## src/kms_consts.svh

```systemverilog
// Constants for the keypad matrix scanner: timing, layout, opcodes and reset values.
// Summary of operation
// - Full matrix scan repeats every 21.3 ms.
// - Selected row driven low; low column means closed.
// - Eight row outputs, sixteen column inputs, 128 keys.
// - Ready key code pulses strobe as host interrupt.
// - Repeating keys resend code while held.
// - Slow repeat starts 470 ms after first strobe.
// - Selected keys go fast after six slow repeats.
// - Host command request sets acknowledging flag flip-flop.
// - Busy shown until command processing finishes.
// - Clock divider tick starts each row sense pass.
// - Rollover: new key forwarded while others held.
// - Position keys held together reported as combination.
// - Power-up test lights all LEDs and beeper.
// - Static LEDs: key LED follows key, background lit.
// - Beeper static, timing and duration by command.
// - Four trackball pulse trains sensed and reported.
`ifndef KMS_CONSTS_SVH
`define KMS_CONSTS_SVH
`define KMS_CLK_NS 8
`define KMS_ROWS 8
`define KMS_COLS 16
`define KMS_SCAN_US 21300
`define KMS_ROW_CYC ((`KMS_SCAN_US * 1000 / `KMS_CLK_NS) / `KMS_ROWS)
`define KMS_SLOW_START_MS 470
`define KMS_SLOW_START_CYC (`KMS_SLOW_START_MS * 1000000 / `KMS_CLK_NS)
`define KMS_SLOW_MS 100
`define KMS_SLOW_CYC (`KMS_SLOW_MS * 1000000 / `KMS_CLK_NS)
`define KMS_FAST_MS 33
`define KMS_FAST_CYC (`KMS_FAST_MS * 1000000 / `KMS_CLK_NS)
`define KMS_FAST_AFTER 3'h6
`define KMS_LAMP_MS 500
`define KMS_LAMP_CYC (`KMS_LAMP_MS * 1000000 / `KMS_CLK_NS)
`define KMS_BEEP_UNIT_MS 10
`define KMS_BEEP_UNIT_CYC (`KMS_BEEP_UNIT_MS * 1000000 / `KMS_CLK_NS)
`define KMS_STB_NS 1000
`define KMS_STB_CYC (`KMS_STB_NS / `KMS_CLK_NS)
`define KMS_GAP_NS 1000
`define KMS_GAP_CYC (`KMS_GAP_NS / `KMS_CLK_NS)
`define KMS_FIFO_DEPTH 16
`define KMS_CODE_W 8
`define KMS_OP_LED_LO 4'h1
`define KMS_OP_LED_HI 4'h2
`define KMS_OP_BEEP 4'h3
`define KMS_OP_BEEP_OFF 4'h4
`define KMS_PIN_RST 34'h0_0000_ffff
`define KMS_LED_ON 16'hffff
`define KMS_RPT_KEYS 128'h0000_0000_0000_0000_0000_0000_00ff_ffff
`define KMS_FAST_KEYS 128'h0000_0000_0000_0000_0000_0000_0000_00ff
`define KMS_POS_KEYS 128'h0000_0000_0000_0000_0000_0000_0000_000f
`endif

```

## src/kms_pkg.sv

```systemverilog
// Types shared by the keypad matrix scanner.
package kms_pkg;
  typedef enum logic [1:0] {KMS_LAMP, KMS_IDLE, KMS_EXEC} kms_state_e;
endpackage

```

## src/kms_fifo.sv

```systemverilog
// Synchronous FIFO with valid and ready on both sides.
`timescale 1ns/1ps
`default_nettype none
module kms_fifo #(
  parameter int W = 8,
  parameter int D = 16
)(
  input wire logic clk,
  input wire logic rstn,
  input wire logic in_valid,
  output logic in_ready,
  input wire logic [W-1:0] in_data,
  output logic out_valid,
  input wire logic out_ready,
  output logic [W-1:0] out_data
);
  localparam int AW = $clog2(D);
  logic [W-1:0] mem [D];
  logic [AW:0] wr_ff;
  logic [AW:0] rd_ff;
  logic full;
  logic empty;
  assign empty = (wr_ff == rd_ff);
  assign full = (wr_ff[AW-1:0] == rd_ff[AW-1:0]) && (wr_ff[AW] != rd_ff[AW]);
  assign in_ready = !full;
  assign out_valid = !empty;
  assign out_data = mem[rd_ff[AW-1:0]];
  always_ff @(posedge clk) begin
    if (in_valid && !full) begin
      mem[wr_ff[AW-1:0]] <= in_data;
    end
  end
  always_ff @(posedge clk) begin
    if (!rstn) begin
      wr_ff <= '0;
      rd_ff <= '0;
    end else begin
      if (in_valid && !full) begin
        wr_ff <= wr_ff + 1'b1;
      end
      if (out_ready && !empty) begin
        rd_ff <= rd_ff + 1'b1;
      end
    end
  end
endmodule // kms_fifo
`default_nettype wire

```

## src/kms_keypad_matrix_scanner.sv

```systemverilog
// Keypad matrix scanner: row scan, debounce, repeat, host strobe, commands, LEDs, beeper, trackball.
`timescale 1ns/1ps
`default_nettype none
`include "kms_consts.svh"
module kms_keypad_matrix_scanner
  import kms_pkg::*;
#(
  parameter int unsigned ROW_CYC = `KMS_ROW_CYC,
  parameter int unsigned SLOW_START_CYC = `KMS_SLOW_START_CYC,
  parameter int unsigned SLOW_CYC = `KMS_SLOW_CYC,
  parameter int unsigned FAST_CYC = `KMS_FAST_CYC,
  parameter int unsigned LAMP_CYC = `KMS_LAMP_CYC,
  parameter int unsigned BEEP_UNIT_CYC = `KMS_BEEP_UNIT_CYC,
  parameter logic [127:0] RPT_KEYS = `KMS_RPT_KEYS,
  parameter logic [127:0] FAST_KEYS = `KMS_FAST_KEYS,
  parameter logic [127:0] POS_KEYS = `KMS_POS_KEYS
)(
  input wire logic clk,
  input wire logic rstn,
  output logic [7:0] row_drive_n,
  input wire logic [15:0] col_sense_n,
  input wire logic [3:0] trackball_in,
  input wire logic cmd_strobe,
  input wire logic [11:0] cmd_data,
  input wire logic host_hold,
  output logic cmd_busy,
  output logic host_keyboard_irq_level,
  output logic [7:0] key_code,
  output logic trk_strobe,
  output logic [3:0] trk_dir,
  output logic [127:0] key_led,
  output logic [15:0] host_led,
  output logic [15:0] bg_led,
  output logic beeper
);
  localparam logic [31:0] STB_CYC = 32'(`KMS_STB_CYC);
  localparam logic [31:0] GAP_CYC = 32'(`KMS_GAP_CYC);

  // Pins from outside pass three flops; a change counts once stages two and three agree.
  logic [33:0] pins;
  logic [33:0] s1_ff;
  logic [33:0] s2_ff;
  logic [33:0] s3_ff;
  logic [33:0] flt_ff;
  assign pins = {cmd_data, host_hold, cmd_strobe, trackball_in, col_sense_n};
  always_ff @(posedge clk) begin
    if (!rstn) begin
      s1_ff <= `KMS_PIN_RST;
      s2_ff <= `KMS_PIN_RST;
      s3_ff <= `KMS_PIN_RST;
      flt_ff <= `KMS_PIN_RST;
    end else begin
      s1_ff <= pins;
      s2_ff <= s1_ff;
      s3_ff <= s2_ff;
      flt_ff <= (s2_ff & s3_ff) | (flt_ff & (s2_ff | s3_ff));
    end
  end

  // Row slot divider; eight slots make one full scan.
  logic [31:0] div_ff;
  logic row_tick;
  logic [2:0] row_ff;
  logic [7:0] drv_ff;
  assign row_tick = (div_ff == ROW_CYC - 1);
  always_ff @(posedge clk) begin
    if (!rstn) begin
      div_ff <= '0;
      row_ff <= '0;
      drv_ff <= 8'hfe;
    end else if (row_tick) begin
      div_ff <= '0;
      row_ff <= row_ff + 3'h1;
      drv_ff <= ~(8'h01 << (row_ff + 3'h1));
    end else begin
      div_ff <= div_ff + 32'h1;
    end
  end
  assign row_drive_n = drv_ff;

  // Column sample at the end of each row slot, with two-scan debounce.
  logic [15:0] pressed;
  logic [15:0] prev_ff [8];
  logic [15:0] deb_ff [8];
  logic [15:0] newm;
  logic [127:0] deb_flat;
  assign pressed = ~flt_ff[15:0];
  assign newm = pressed & prev_ff[row_ff] & ~deb_ff[row_ff];
  always_ff @(posedge clk) begin
    if (!rstn) begin
      for (int r = 0; r < 8; r++) begin
        prev_ff[r] <= '0;
        deb_ff[r] <= '0;
      end
    end else if (row_tick) begin
      prev_ff[row_ff] <= pressed;
      if (pressed == prev_ff[row_ff]) begin
        deb_ff[row_ff] <= pressed;
      end
    end
  end
  genvar gr;
  generate
    for (gr = 0; gr < 8; gr++) begin : g_flat
      assign deb_flat[gr*16 +: 16] = deb_ff[gr];
    end
  endgenerate

  // Pending new presses; a pointer walks them into the FIFO.
  logic [127:0] pend_ff;
  logic [6:0] ptr_ff;
  logic [127:0] set_vec;
  logic [127:0] clr_vec;
  logic fifo_in_ready;
  logic push_new;
  logic rpt_push;
  logic combo;
  assign set_vec = row_tick ? ({112'h0, newm} << {row_ff, 4'h0}) : '0;
  assign clr_vec = push_new ? (128'h1 << ptr_ff) : '0;
  assign push_new = pend_ff[ptr_ff] && fifo_in_ready && !rpt_push;
  assign combo = POS_KEYS[ptr_ff] && |(deb_flat & POS_KEYS & ~(128'h1 << ptr_ff));
  always_ff @(posedge clk) begin
    if (!rstn) begin
      pend_ff <= '0;
      ptr_ff <= '0;
    end else begin
      pend_ff <= (pend_ff & ~clr_vec) | set_vec;
      if (!pend_ff[ptr_ff] || push_new) begin
        ptr_ff <= ptr_ff + 7'h1;
      end
    end
  end

  // Auto-repeat of the most recent new key, when that key is a repeating key.
  logic rpt_on_ff;
  logic [6:0] rpt_key_ff;
  logic [31:0] rpt_tmr_ff;
  logic [2:0] rpt_n_ff;
  logic [2:0] nxt_rpt_n;
  assign rpt_push = rpt_on_ff && rpt_tmr_ff == '0 && deb_flat[rpt_key_ff] && fifo_in_ready;
  assign nxt_rpt_n = (rpt_n_ff == `KMS_FAST_AFTER) ? rpt_n_ff : rpt_n_ff + 3'h1;
  always_ff @(posedge clk) begin
    if (!rstn) begin
      rpt_on_ff <= 1'b0;
      rpt_key_ff <= '0;
      rpt_tmr_ff <= '0;
      rpt_n_ff <= '0;
    end else if (push_new) begin
      rpt_on_ff <= RPT_KEYS[ptr_ff];
      rpt_key_ff <= ptr_ff;
      rpt_tmr_ff <= SLOW_START_CYC - 1;
      rpt_n_ff <= '0;
    end else if (rpt_on_ff && !deb_flat[rpt_key_ff]) begin
      rpt_on_ff <= 1'b0;
    end else if (rpt_push) begin
      rpt_n_ff <= nxt_rpt_n;
      if (FAST_KEYS[rpt_key_ff] && nxt_rpt_n == `KMS_FAST_AFTER) begin
        rpt_tmr_ff <= FAST_CYC - 1;
      end else begin
        rpt_tmr_ff <= SLOW_CYC - 1;
      end
    end else if (rpt_on_ff && rpt_tmr_ff != '0) begin
      rpt_tmr_ff <= rpt_tmr_ff - 32'h1;
    end
  end

  // Key code queue toward the host.
  logic fifo_out_valid;
  logic fifo_pop;
  logic [7:0] fifo_in_data;
  logic [7:0] fifo_out_data;
  assign fifo_in_data = rpt_push ? {1'b0, rpt_key_ff} : {combo, ptr_ff};
  kms_fifo #(
    .W(`KMS_CODE_W),
    .D(`KMS_FIFO_DEPTH)
  ) u_fifo (
    .clk(clk),
    .rstn(rstn),
    .in_valid(rpt_push || push_new),
    .in_ready(fifo_in_ready),
    .in_data(fifo_in_data),
    .out_valid(fifo_out_valid),
    .out_ready(fifo_pop),
    .out_data(fifo_out_data)
  );

  // Host strobe: one pulse per code, then a quiet gap; the host may hold off delivery.
  kms_state_e st_ff;
  logic [31:0] stb_ff;
  logic [31:0] nxt_stb;
  logic irq_ff;
  logic [7:0] code_ff;
  assign fifo_pop = fifo_out_valid && !flt_ff[21] && stb_ff == '0 && st_ff != KMS_LAMP;
  assign nxt_stb = fifo_pop ? STB_CYC + GAP_CYC : (stb_ff != '0 ? stb_ff - 32'h1 : '0);
  always_ff @(posedge clk) begin
    if (!rstn) begin
      stb_ff <= '0;
      irq_ff <= 1'b0;
      code_ff <= '0;
    end else begin
      stb_ff <= nxt_stb;
      irq_ff <= nxt_stb > GAP_CYC;
      if (fifo_pop) begin
        code_ff <= fifo_out_data;
      end
    end
  end
  assign host_keyboard_irq_level = irq_ff;
  assign key_code = code_ff;

  // Trackball: a rising edge on any direction is reported with a one-cycle strobe.
  logic [3:0] trk_prev_ff;
  logic [3:0] trk_rise;
  logic trk_ff;
  logic [3:0] trk_dir_ff;
  assign trk_rise = flt_ff[19:16] & ~trk_prev_ff;
  always_ff @(posedge clk) begin
    if (!rstn) begin
      trk_prev_ff <= '0;
      trk_ff <= 1'b0;
      trk_dir_ff <= '0;
    end else begin
      trk_prev_ff <= flt_ff[19:16];
      trk_ff <= |trk_rise;
      if (|trk_rise) begin
        trk_dir_ff <= trk_rise;
      end
    end
  end
  assign trk_strobe = trk_ff;
  assign trk_dir = trk_dir_ff;

  // Command flag, power-up lamp test and command execution.
  logic str_prev_ff;
  logic flag_ff;
  logic [11:0] cmd_ff;
  logic [31:0] lamp_ff;
  logic [31:0] beep_ff;
  logic [15:0] hled_ff;
  logic [127:0] kled_ff;
  logic bg_ff;
  logic beeper_ff;
  logic take;
  assign take = st_ff == KMS_IDLE && flag_ff;
  always_ff @(posedge clk) begin
    if (!rstn) begin
      str_prev_ff <= 1'b0;
      flag_ff <= 1'b0;
    end else begin
      str_prev_ff <= flt_ff[20];
      if (flt_ff[20] && !str_prev_ff) begin
        flag_ff <= 1'b1;
      end else if (take) begin
        flag_ff <= 1'b0;
      end
    end
  end
  always_ff @(posedge clk) begin
    if (!rstn) begin
      st_ff <= KMS_LAMP;
      lamp_ff <= LAMP_CYC - 1;
      cmd_ff <= '0;
    end else begin
      unique case (st_ff)
        KMS_LAMP: begin
          lamp_ff <= lamp_ff - 32'h1;
          if (lamp_ff == '0) begin
            st_ff <= KMS_IDLE;
          end
        end
        KMS_IDLE: begin
          if (take) begin
            cmd_ff <= flt_ff[33:22];
            st_ff <= KMS_EXEC;
          end
        end
        KMS_EXEC: begin
          st_ff <= KMS_IDLE;
        end
      endcase
    end
  end
  always_ff @(posedge clk) begin
    if (!rstn) begin
      hled_ff <= `KMS_LED_ON;
      beep_ff <= '0;
    end else if (st_ff == KMS_LAMP && lamp_ff == '0) begin
      hled_ff <= '0;
    end else if (st_ff == KMS_EXEC && cmd_ff[11:8] == `KMS_OP_LED_LO) begin
      hled_ff[7:0] <= cmd_ff[7:0];
    end else if (st_ff == KMS_EXEC && cmd_ff[11:8] == `KMS_OP_LED_HI) begin
      hled_ff[15:8] <= cmd_ff[7:0];
    end else if (st_ff == KMS_EXEC && cmd_ff[11:8] == `KMS_OP_BEEP) begin
      beep_ff <= 32'(cmd_ff[7:0] * BEEP_UNIT_CYC);
    end else if (st_ff == KMS_EXEC && cmd_ff[11:8] == `KMS_OP_BEEP_OFF) begin
      beep_ff <= '0;
    end else if (beep_ff != '0) begin
      beep_ff <= beep_ff - 32'h1;
    end
  end
  always_ff @(posedge clk) begin
    if (!rstn) begin
      kled_ff <= '1;
      bg_ff <= 1'b0;
      beeper_ff <= 1'b0;
    end else begin
      kled_ff <= (st_ff == KMS_LAMP) ? '1 : deb_flat;
      bg_ff <= 1'b1;
      beeper_ff <= st_ff == KMS_LAMP || beep_ff != '0;
    end
  end
  assign cmd_busy = flag_ff || st_ff != KMS_IDLE;
  assign host_led = hled_ff;
  assign key_led = kled_ff;
  assign bg_led = {16{bg_ff}};
  assign beeper = beeper_ff;
endmodule // kms_keypad_matrix_scanner
`default_nettype wire

```

## config.mk

```make
export PLATFORM = sky130hd
export DESIGN_NAME = kms_keypad_matrix_scanner
export DESIGN_NICKNAME = d
export VERILOG_FILES = /design/src/kms_pkg.sv /design/src/kms_fifo.sv /design/src/kms_keypad_matrix_scanner.sv
export VERILOG_INCLUDE_DIRS = /design/src
export SDC_FILE = /design/constraint.sdc
export NUM_CORES = 2
export LEC_CHECK = 0
export BUFFER_PORTS_ARGS = -buffer_cell sky130_fd_sc_hd__buf_2
export CAP_MARGIN = 20
export CORE_MARGIN = 2
export CORE_UTILIZATION = 60
export DETAILED_ROUTE_END_ITERATION = 10
export PLACE_DENSITY_LB_ADDON = 0.15
export SLEW_MARGIN = 20
export SYNTH_ARGS = -nofsm -noshare
export SYNTH_HDL_FRONTEND = slang
export SYNTH_SLANG_ARGS = --single-unit
```

## constraint.sdc

```tcl
create_clock -name clk -period 6.65 [get_ports clk]
set_input_delay 0 -clock clk [delete_from_list [all_inputs] [get_ports clk]]
set_output_delay 0 -clock clk [all_outputs]
set_load 0.05 [all_outputs]
```

# Word-level counts from Yosys, hierarchy flattened
# Memory sizes are Yosys's and may differ from the RTL's. A register that Yosys moved wholly into a read port is not among the register bits.
# Cells that the tools add are included.
# word_totals
in_bits,36
regBits,635
n_memories,6
output_inout_bits,184
latchBits,0
wordCells,216
ramBits,384
rom_bits,384
# classes
shift,3
mul,1
add_sub_neg,10
n_bitwise,21
eq_ne,18
n_reduce_logical,63
div,0
mux,59
magnitude_cmp,3
# mem_list
name,depth,width,rd,rd_ports_with_merged_regs,write_ports,line,rtl
(name not given),128,1,1,1,0,kms_keypad_matrix_scanner.sv:157,if (FAST_KEYS[rpt_key_ff] && nxt_rpt_n == `KMS_FAST_AFTER) begin
(name not given),128,1,1,1,0,kms_keypad_matrix_scanner.sv:149,rpt_on_ff <= RPT_KEYS[ptr_ff];
(name not given),128,1,1,1,0,kms_keypad_matrix_scanner.sv:121,assign combo = POS_KEYS[ptr_ff] && |(deb_flat & POS_KEYS & ~(128'h1 << ptr_ff));
deb_ff,8,16,9,1,8,kms_keypad_matrix_scanner.sv:84,logic [15:0] deb_ff [8];
prev_ff,8,16,1,1,8,kms_keypad_matrix_scanner.sv:83,logic [15:0] prev_ff [8];
u_fifo.mem,16,8,1,1,1,kms_fifo.sv:18,logic [W-1:0] mem [D];
# ops
op,count
2-to-1 mux 128 bit,2
inverter 128 bit,2
2-to-1 mux 32 bit,7
bitwise AND 128 bit,1
bitwise AND 4 x 128 -> 128 bit,1
bitwise OR 128 bit,1
OR reduction 128 bit,1
<< shifter 1 x 7 -> 128 bit (first input constant),1
<< shifter 16 x 7 -> 128 bit,1
subtractor 32 x 1 -> 32 bit (second input constant),4
logical NOT 32 bit,3
nonzero test 32 bit,3
bitwise AND 34 bit,2
bitwise OR 34 bit,2
2-to-1 mux 26 bit,2
2-to-1 mux 16 bit,3
2-to-1 mux 7 bit,6
adder 32 x 1 -> 32 bit (second input constant),1
bitwise AND 16 bit,2
equality test 32 x 19 -> 1 bit (second input constant),1
greater-than comparator 32 x 7 -> 1 bit (second input constant),1
2-to-1 mux 8 bit,4
inverter 16 bit,2
OR reduction 16 bit,2
38 further kinds,123

# Longest topological paths before layout
# An unclocked memory read counts as a cell.
# depth
depth_word,11
ltp_mapped,18

# Modules after synthesis
# From an unflattened synthesis, not the netlist that was laid out.
# unflattened
cells_unflattened,4131
hier_area_um2,45015.7
# modules_own_cells
module,cells_each,seq_area_each_um2,n_inst,area_each_um2
kms_keypad_matrix_scanner,3847,20479.6,1,39193.8
kms_fifo,284,4124.0,1,5821.8

# Worst setup path after synthesis
# No wires, ideal clock.
# synth_timing
path_type,flip-flop to flip-flop
from,reg (tool-made name)
to,"mem deb_ff[0][0], enable pin"
setup_time_ns,0.394
arrival_ns,4.564
t_required_ns,6.256
n_path_buf,4
stages_incl_launch_ff,12
setup_slack_ns,1.692
cell_sequence,dfxtp_1 > clkbuf_1 > clkbuf_1 > buf_1 > mux4_2 > mux2_2 > ha_1 > nor4_1 > and4_1 > buf_1 > nor2_1 > a21oi_1
# synth_lines
item,line
to (decl),kms_keypad_matrix_scanner.sv:84

# Final worst setup path
# layout_timing
from,reg rpt_key_ff[2]
to,"mem u_fifo.mem[3][3], enable pin"
# layout_between
elab_chain_len,10
# layout_rtl
item,line,rtl
from (decl),kms_keypad_matrix_scanner.sv:136,logic [6:0] rpt_key_ff;
from (signal assigned),kms_keypad_matrix_scanner.sv:150,rpt_key_ff <= ptr_ff;
binary-select mux 1 bit (select 7 bit) *,kms_keypad_matrix_scanner.sv:140,assign rpt_push = rpt_on_ff && rpt_tmr_ff == '0 && deb_flat[rpt_key_ff] && fifo_in_ready;
2-to-1 mux 1 bit (not written as such) *,kms_keypad_matrix_scanner.sv:140,
logical AND 1 bit * (2 in series),kms_keypad_matrix_scanner.sv:140,
logical NOT 1 bit,kms_keypad_matrix_scanner.sv:120,assign push_new = pend_ff[ptr_ff] && fifo_in_ready && !rpt_push;
logical AND 1 bit,kms_keypad_matrix_scanner.sv:120,
logical OR 1 bit *,kms_keypad_matrix_scanner.sv:179,".in_valid(rpt_push || push_new),"
logical AND 1 bit *,kms_fifo.sv:29,if (in_valid && !full) begin
2-to-1 mux 1 bit *,kms_fifo.sv:29,
2-to-1 mux 1 bit (not written as such) *,kms_fifo.sv:30,mem[wr_ff[AW-1:0]] <= in_data;
to (decl),kms_fifo.sv:18,
# Mark *: on every way between the ends. The rest lies on a longest branch, timed or not. The select of a mux whose other input is x is not followed.

==> metrics.txt <==
# TYPE chip_impl_metric gauge
chip_impl_metric{name="finalSetupViolCount",unit=""} 0
chip_impl_info{name="worst_hold_path_type",value="in2reg"} 1
chip_impl_metric{name="globalRouteOverflowTotal",unit=""} 0
chip_impl_metric{name="number_of_antenna_violations_at_the_first_check_in_global_routing",unit=""} 2
chip_impl_metric{name="vias",unit=""} 31272
chip_impl_metric{name="drv_cap",unit=""} 0
chip_impl_metric{name="core_area",unit="mm²"} 0.07271
chip_impl_metric{name="timing_max_transition_violations_final",unit=""} 0
chip_impl_metric{name="power.density",unit="mW/mm²"} 291.0
chip_impl_metric{name="gr-usage-all-layers",unit="%"} 29.57
chip_impl_info{name="timing.hold.worst_endpoint",value="s1_ff[18]"} 1
chip_impl_info{name="crit-reg2reg-capture",value="u_fifo.mem[3][3]"} 1
chip_impl_metric{name="worst-endpoint-arrival",unit="ns"} 5.38
chip_impl_metric{name="peakVddDrop",unit="mV"} 0.2175
chip_impl_metric{name="final_layout_size_suffix_gt1_share",unit="%"} 18.69
chip_impl_metric{name="max-slew-margin-rel",unit="%"} 24.75
chip_impl_info{name="crit_slowest_cell",value="dfxtp_2"} 1
chip_impl_metric{name="timing.clock.skew",unit="ns"} 0.02608
chip_impl_metric{name="grt_pass1_vias",unit=""} 29839
chip_impl_metric{name="area.growth.synth_to_final",unit="%"} 12.96
chip_impl_info{name="criticalPathCategory",value="reg2reg"} 1
chip_impl_info{name="worstHoldStart",value="trackball_in[2]"} 1
chip_impl_metric{name="numCtsBuffers",unit=""} 103
chip_impl_metric{name="antenna_cells",unit=""} 0
chip_impl_metric{name="whs_path_depth",unit=""} 3
chip_impl_metric{name="number_of_cells_on_the_worst_reg_to_reg_path",unit=""} 10
chip_impl_metric{name="synth-seq-cells",unit=""} 1033
chip_impl_metric{name="clk-insertion-delay-late",unit="ns"} 0.68
chip_impl_metric{name="min_period",unit="ns"} 5.090
chip_impl_info{name="crit_path_cell_trace",value="mux4_2 -> a22o_1 -> a41oi_1 -> a311oi_1 -> a2111oi_4 -> nor2_2 -> buf_4 -> or2_1 -> nand2_1 -> nor3_1"} 1
chip_impl_metric{name="final_core_util",unit="%"} 68.29
chip_impl_metric{name="synthesis.yosys.warnings",unit=""} 0
chip_impl_metric{name="cts-htree-levels",unit=""} 3
chip_impl_metric{name="max_freq",unit="MHz"} 196.4
chip_impl_metric{name="grt_pass1_wl",unit="µm"} 172700
chip_impl_metric{name="finalWeightedCongestion",unit=""} 0.9748
chip_impl_info{name="clockRootBuffer",value="clkbuf_16"} 1
chip_impl_metric{name="required_time_reported_for_the_critical_path_endpoint",unit="ns"} 6.94
chip_impl_info{name="crit-reg2reg-launch",value="rpt_key_ff[2]"} 1
chip_impl_metric{name="postSynthCellCount",unit=""} 3916
chip_impl_metric{name="post-dp-hpwl",unit="µm"} 73590
chip_impl_metric{name="tightest_slew",unit="ns"} 1.129
chip_impl_metric{name="async_reset_ff_share",unit="%"} 0
chip_impl_metric{name="post_drt_via_cell_ratio",unit=""} 6.088
chip_impl_metric{name="die_area",unit="mm²"} 0.07545
chip_impl_info{name="status",value="finished clean"} 1
chip_impl_metric{name="post_cts_buffers",unit=""} 0
chip_impl_metric{name="syn-mean-instance-area",unit="µm²"} 11.23
chip_impl_metric{name="ports_placed_on_the_boundary",unit=""} 220
chip_impl_metric{name="clk_pin_slew_worst_paths",unit="ns"} 0.06
chip_impl_metric{name="drc",unit=""} 0
chip_impl_info{name="start_kind",value="flip-flop"} 1
chip_impl_metric{name="critical-path-max-stage-delay",unit="ns"} 1.07
chip_impl_metric{name="post_cts_hold_buffer_count",unit=""} 58
chip_impl_metric{name="synthesis.area",unit="mm²"} 0.04396
chip_impl_metric{name="crit_buf_inv",unit=""} 1
chip_impl_info{name="tritoncts_clock_tree",value="built"} 1
chip_impl_metric{name="route.final.wire_length",unit="µm"} 112100
chip_impl_metric{name="timing.critical_path.fanout_max",unit=""} 40
chip_impl_metric{name="synth_seq_area_share",unit="%"} 55.79
chip_impl_metric{name="port_buffers",unit=""} 219
chip_impl_metric{name="rrSetupSlack",unit="ns"} 1.56
chip_impl_metric{name="avgRoutedWirePerCell",unit="µm"} 21.82
chip_impl_metric{name="final_report_hold_violation_count",unit=""} 0
chip_impl_metric{name="tritoncts_num_sinks",unit=""} 1033
chip_impl_metric{name="start_util",unit="%"} 60.46
chip_impl_metric{name="dr.first_iter.drc_count",unit=""} 3314
chip_impl_metric{name="placement_rows",unit=""} 99
chip_impl_metric{name="drt.antenna.violating_nets",unit=""} 0
chip_impl_info{name="endpoint_kind",value="flip-flop"} 1
chip_impl_metric{name="fp.dieH",unit="µm"} 274.7
chip_impl_metric{name="fin_hold_ws",unit="ns"} 0.09477
chip_impl_metric{name="total_leakage_power",unit="nW"} 17.57
chip_impl_metric{name="tns",unit="ns"} 0
chip_impl_metric{name="drt_pre_antenna_iters",unit=""} 6
chip_impl_metric{name="grt_max_degree",unit=""} 138
chip_impl_metric{name="net_count_after_synthesis",unit=""} 4081
chip_impl_metric{name="dieWidth",unit="µm"} 274.7
chip_impl_metric{name="final.period_utilization",unit="%"} 76.55
chip_impl_metric{name="ys_types",unit=""} 78
chip_impl_metric{name="p_total",unit="mW"} 14.45
chip_impl_metric{name="synth_enable_flop_cells",unit=""} 384
chip_impl_metric{name="nets",unit=""} 4256
chip_impl_info{name="worst_path_dominant_cell_family",value="simple AND/OR/NAND/NOR gates"} 1
chip_impl_metric{name="ctsLongestPathBuffers",unit=""} 3
chip_impl_info{name="synthFlopType",value="dfxtp_1"} 1
chip_impl_info{name="unrepaired_setup_endpoints_after_global_routing",value="false"} 1
chip_impl_metric{name="cts_resized",unit=""} 0
==> synthesized netlist by cell type (29+ instances only) <==
cell type,n,area [µm²]
a21oi_1,147,735.7
a31oi_1,29,181.4
and2_1,67,419.2
buf_1,37,138.9
clkbuf_1,186,698.2
dfxtp_1,649,12990
edfxtp_1,384,11530
ha_1,111,1389
inv_1,86,322.8
mux2i_1,87,870.8
mux4_2,147,3311
nand2_1,189,709.4
nand2b_1,70,437.9
nand3_1,57,285.3
nand4_1,30,187.7
nor2_1,556,2087
nor3_1,60,300.3
nor4_1,35,219.0
o211ai_1,129,968.4
o21ai_0,213,1066
o21ai_1,36,180.2
or2_2,133,832.1
or3_1,38,237.7
xnor2_1,66,578.1
xor2_1,72,630.6
==> state kept, by name (all words and copies together) (netlist names), 34 cells and up, named ones only <==
name	cells
flt_ff	34
prev_ff	128
s3_ff	34
pend_ff	128
key_led	128
s1_ff	34
s2_ff	34
deb_ff	128
u_fifo.mem	128
==> worst max path at each step <==
stage / startpoint / endpoint / slack [ns] / cells past startpoint
floorplan: flip-flop / deb_ff[0][0] / 1.69 / 11
global placement: rpt_key_ff[2] / u_fifo.mem[3][3] / 1.69 / 10
detailed placement: rpt_key_ff[2] / u_fifo.mem[0][0] / 1.63 / 10
CTS: rpt_key_ff[2] / u_fifo.mem[3][3] / 1.62 / 10
global route: rpt_tmr_ff[18] / u_fifo.mem[3][1] / 1.18 / 10
finish: rpt_key_ff[2] / u_fifo.mem[3][3] / 1.56 / 10
==> power breakdown <==
part           leakage, nW  internal, mW  switching (mW)
clock                 1.68          3.35            2.45
sequential            8.70          6.83           0.270
combinational         7.19         0.614           0.936
==> per-stage QoR <==
stage / instances / cell area (µm²) / worst slack (ns)
after floorplan: 3916 / 43960 / 1.692
after global placement: 4887 / 45660 / 1.686
after detailed placement: 4887 / 45660 / 1.631
after CTS: 5137 / 49650 / 1.615
after global routing: 5137 / 49660 / 1.183
final: 5137 / 49660 / 1.560
==> area by class of cell <==
type,instances,area [µm²]
Multi-Input combinational cell,2528,18020
Timing Repair Buffer,339,2165
Clock buffer,150,2973
Inverter,86,325.3
Clock inverter,42,435.4
Fill cell,5326,23050
Tap cell,959,1200
Sequential cell,1033,24530
==> worst min-delay path: cells and delay by family <==
family / cells / cell delay [ns]
simple gates: 1 / 0.11
buf+inv: 2 / 0.61
==> routing by layer <==
layer,track usage (%),part of all wire (%),vias up
met5,0,0,-
met4,10.87,3.4,0
met3,5.446,9.0,245
li1,-,-,14369
met1,41.04,41,15249
met2,46.75,46,1409
==> cell families (layout without fill, tap and decap cells) <==
family	after synthesis	in the layout	synth area share, %
and+or+nand+nor	1335	1335	14.71
DFF	1033	1033	55.79
AOI/OAI and AO/OA	665	665	9.287
buffers and inverters	355	617	3.285
muxes	261	261	10.20
xor gates and xnor gates	138	138	2.749
adders and majority gates	129	129	3.979
==> cell usage in the layout, fill, tap and decap left out, types with 61 or more instances in the layout <==
cell	synthesis	routed
dfxtp_1	649	642
nor2_1	556	554
edfxtp_1	384	384
buf_2	26	218
o21ai_0	213	212
nand2_1	189	189
mux4_2	147	147
a21oi_1	147	147
or2_2	133	133
o211ai_1	129	129
ha_1	111	111
clkbuf_16	0	106
mux2i_1	87	87
inv_1	86	85
xor2_1	72	72
nand2b_1	70	70
and2_1	67	67
xnor2_1	66	66
buf_4	19	61
(Power assumes the default switching activity.)
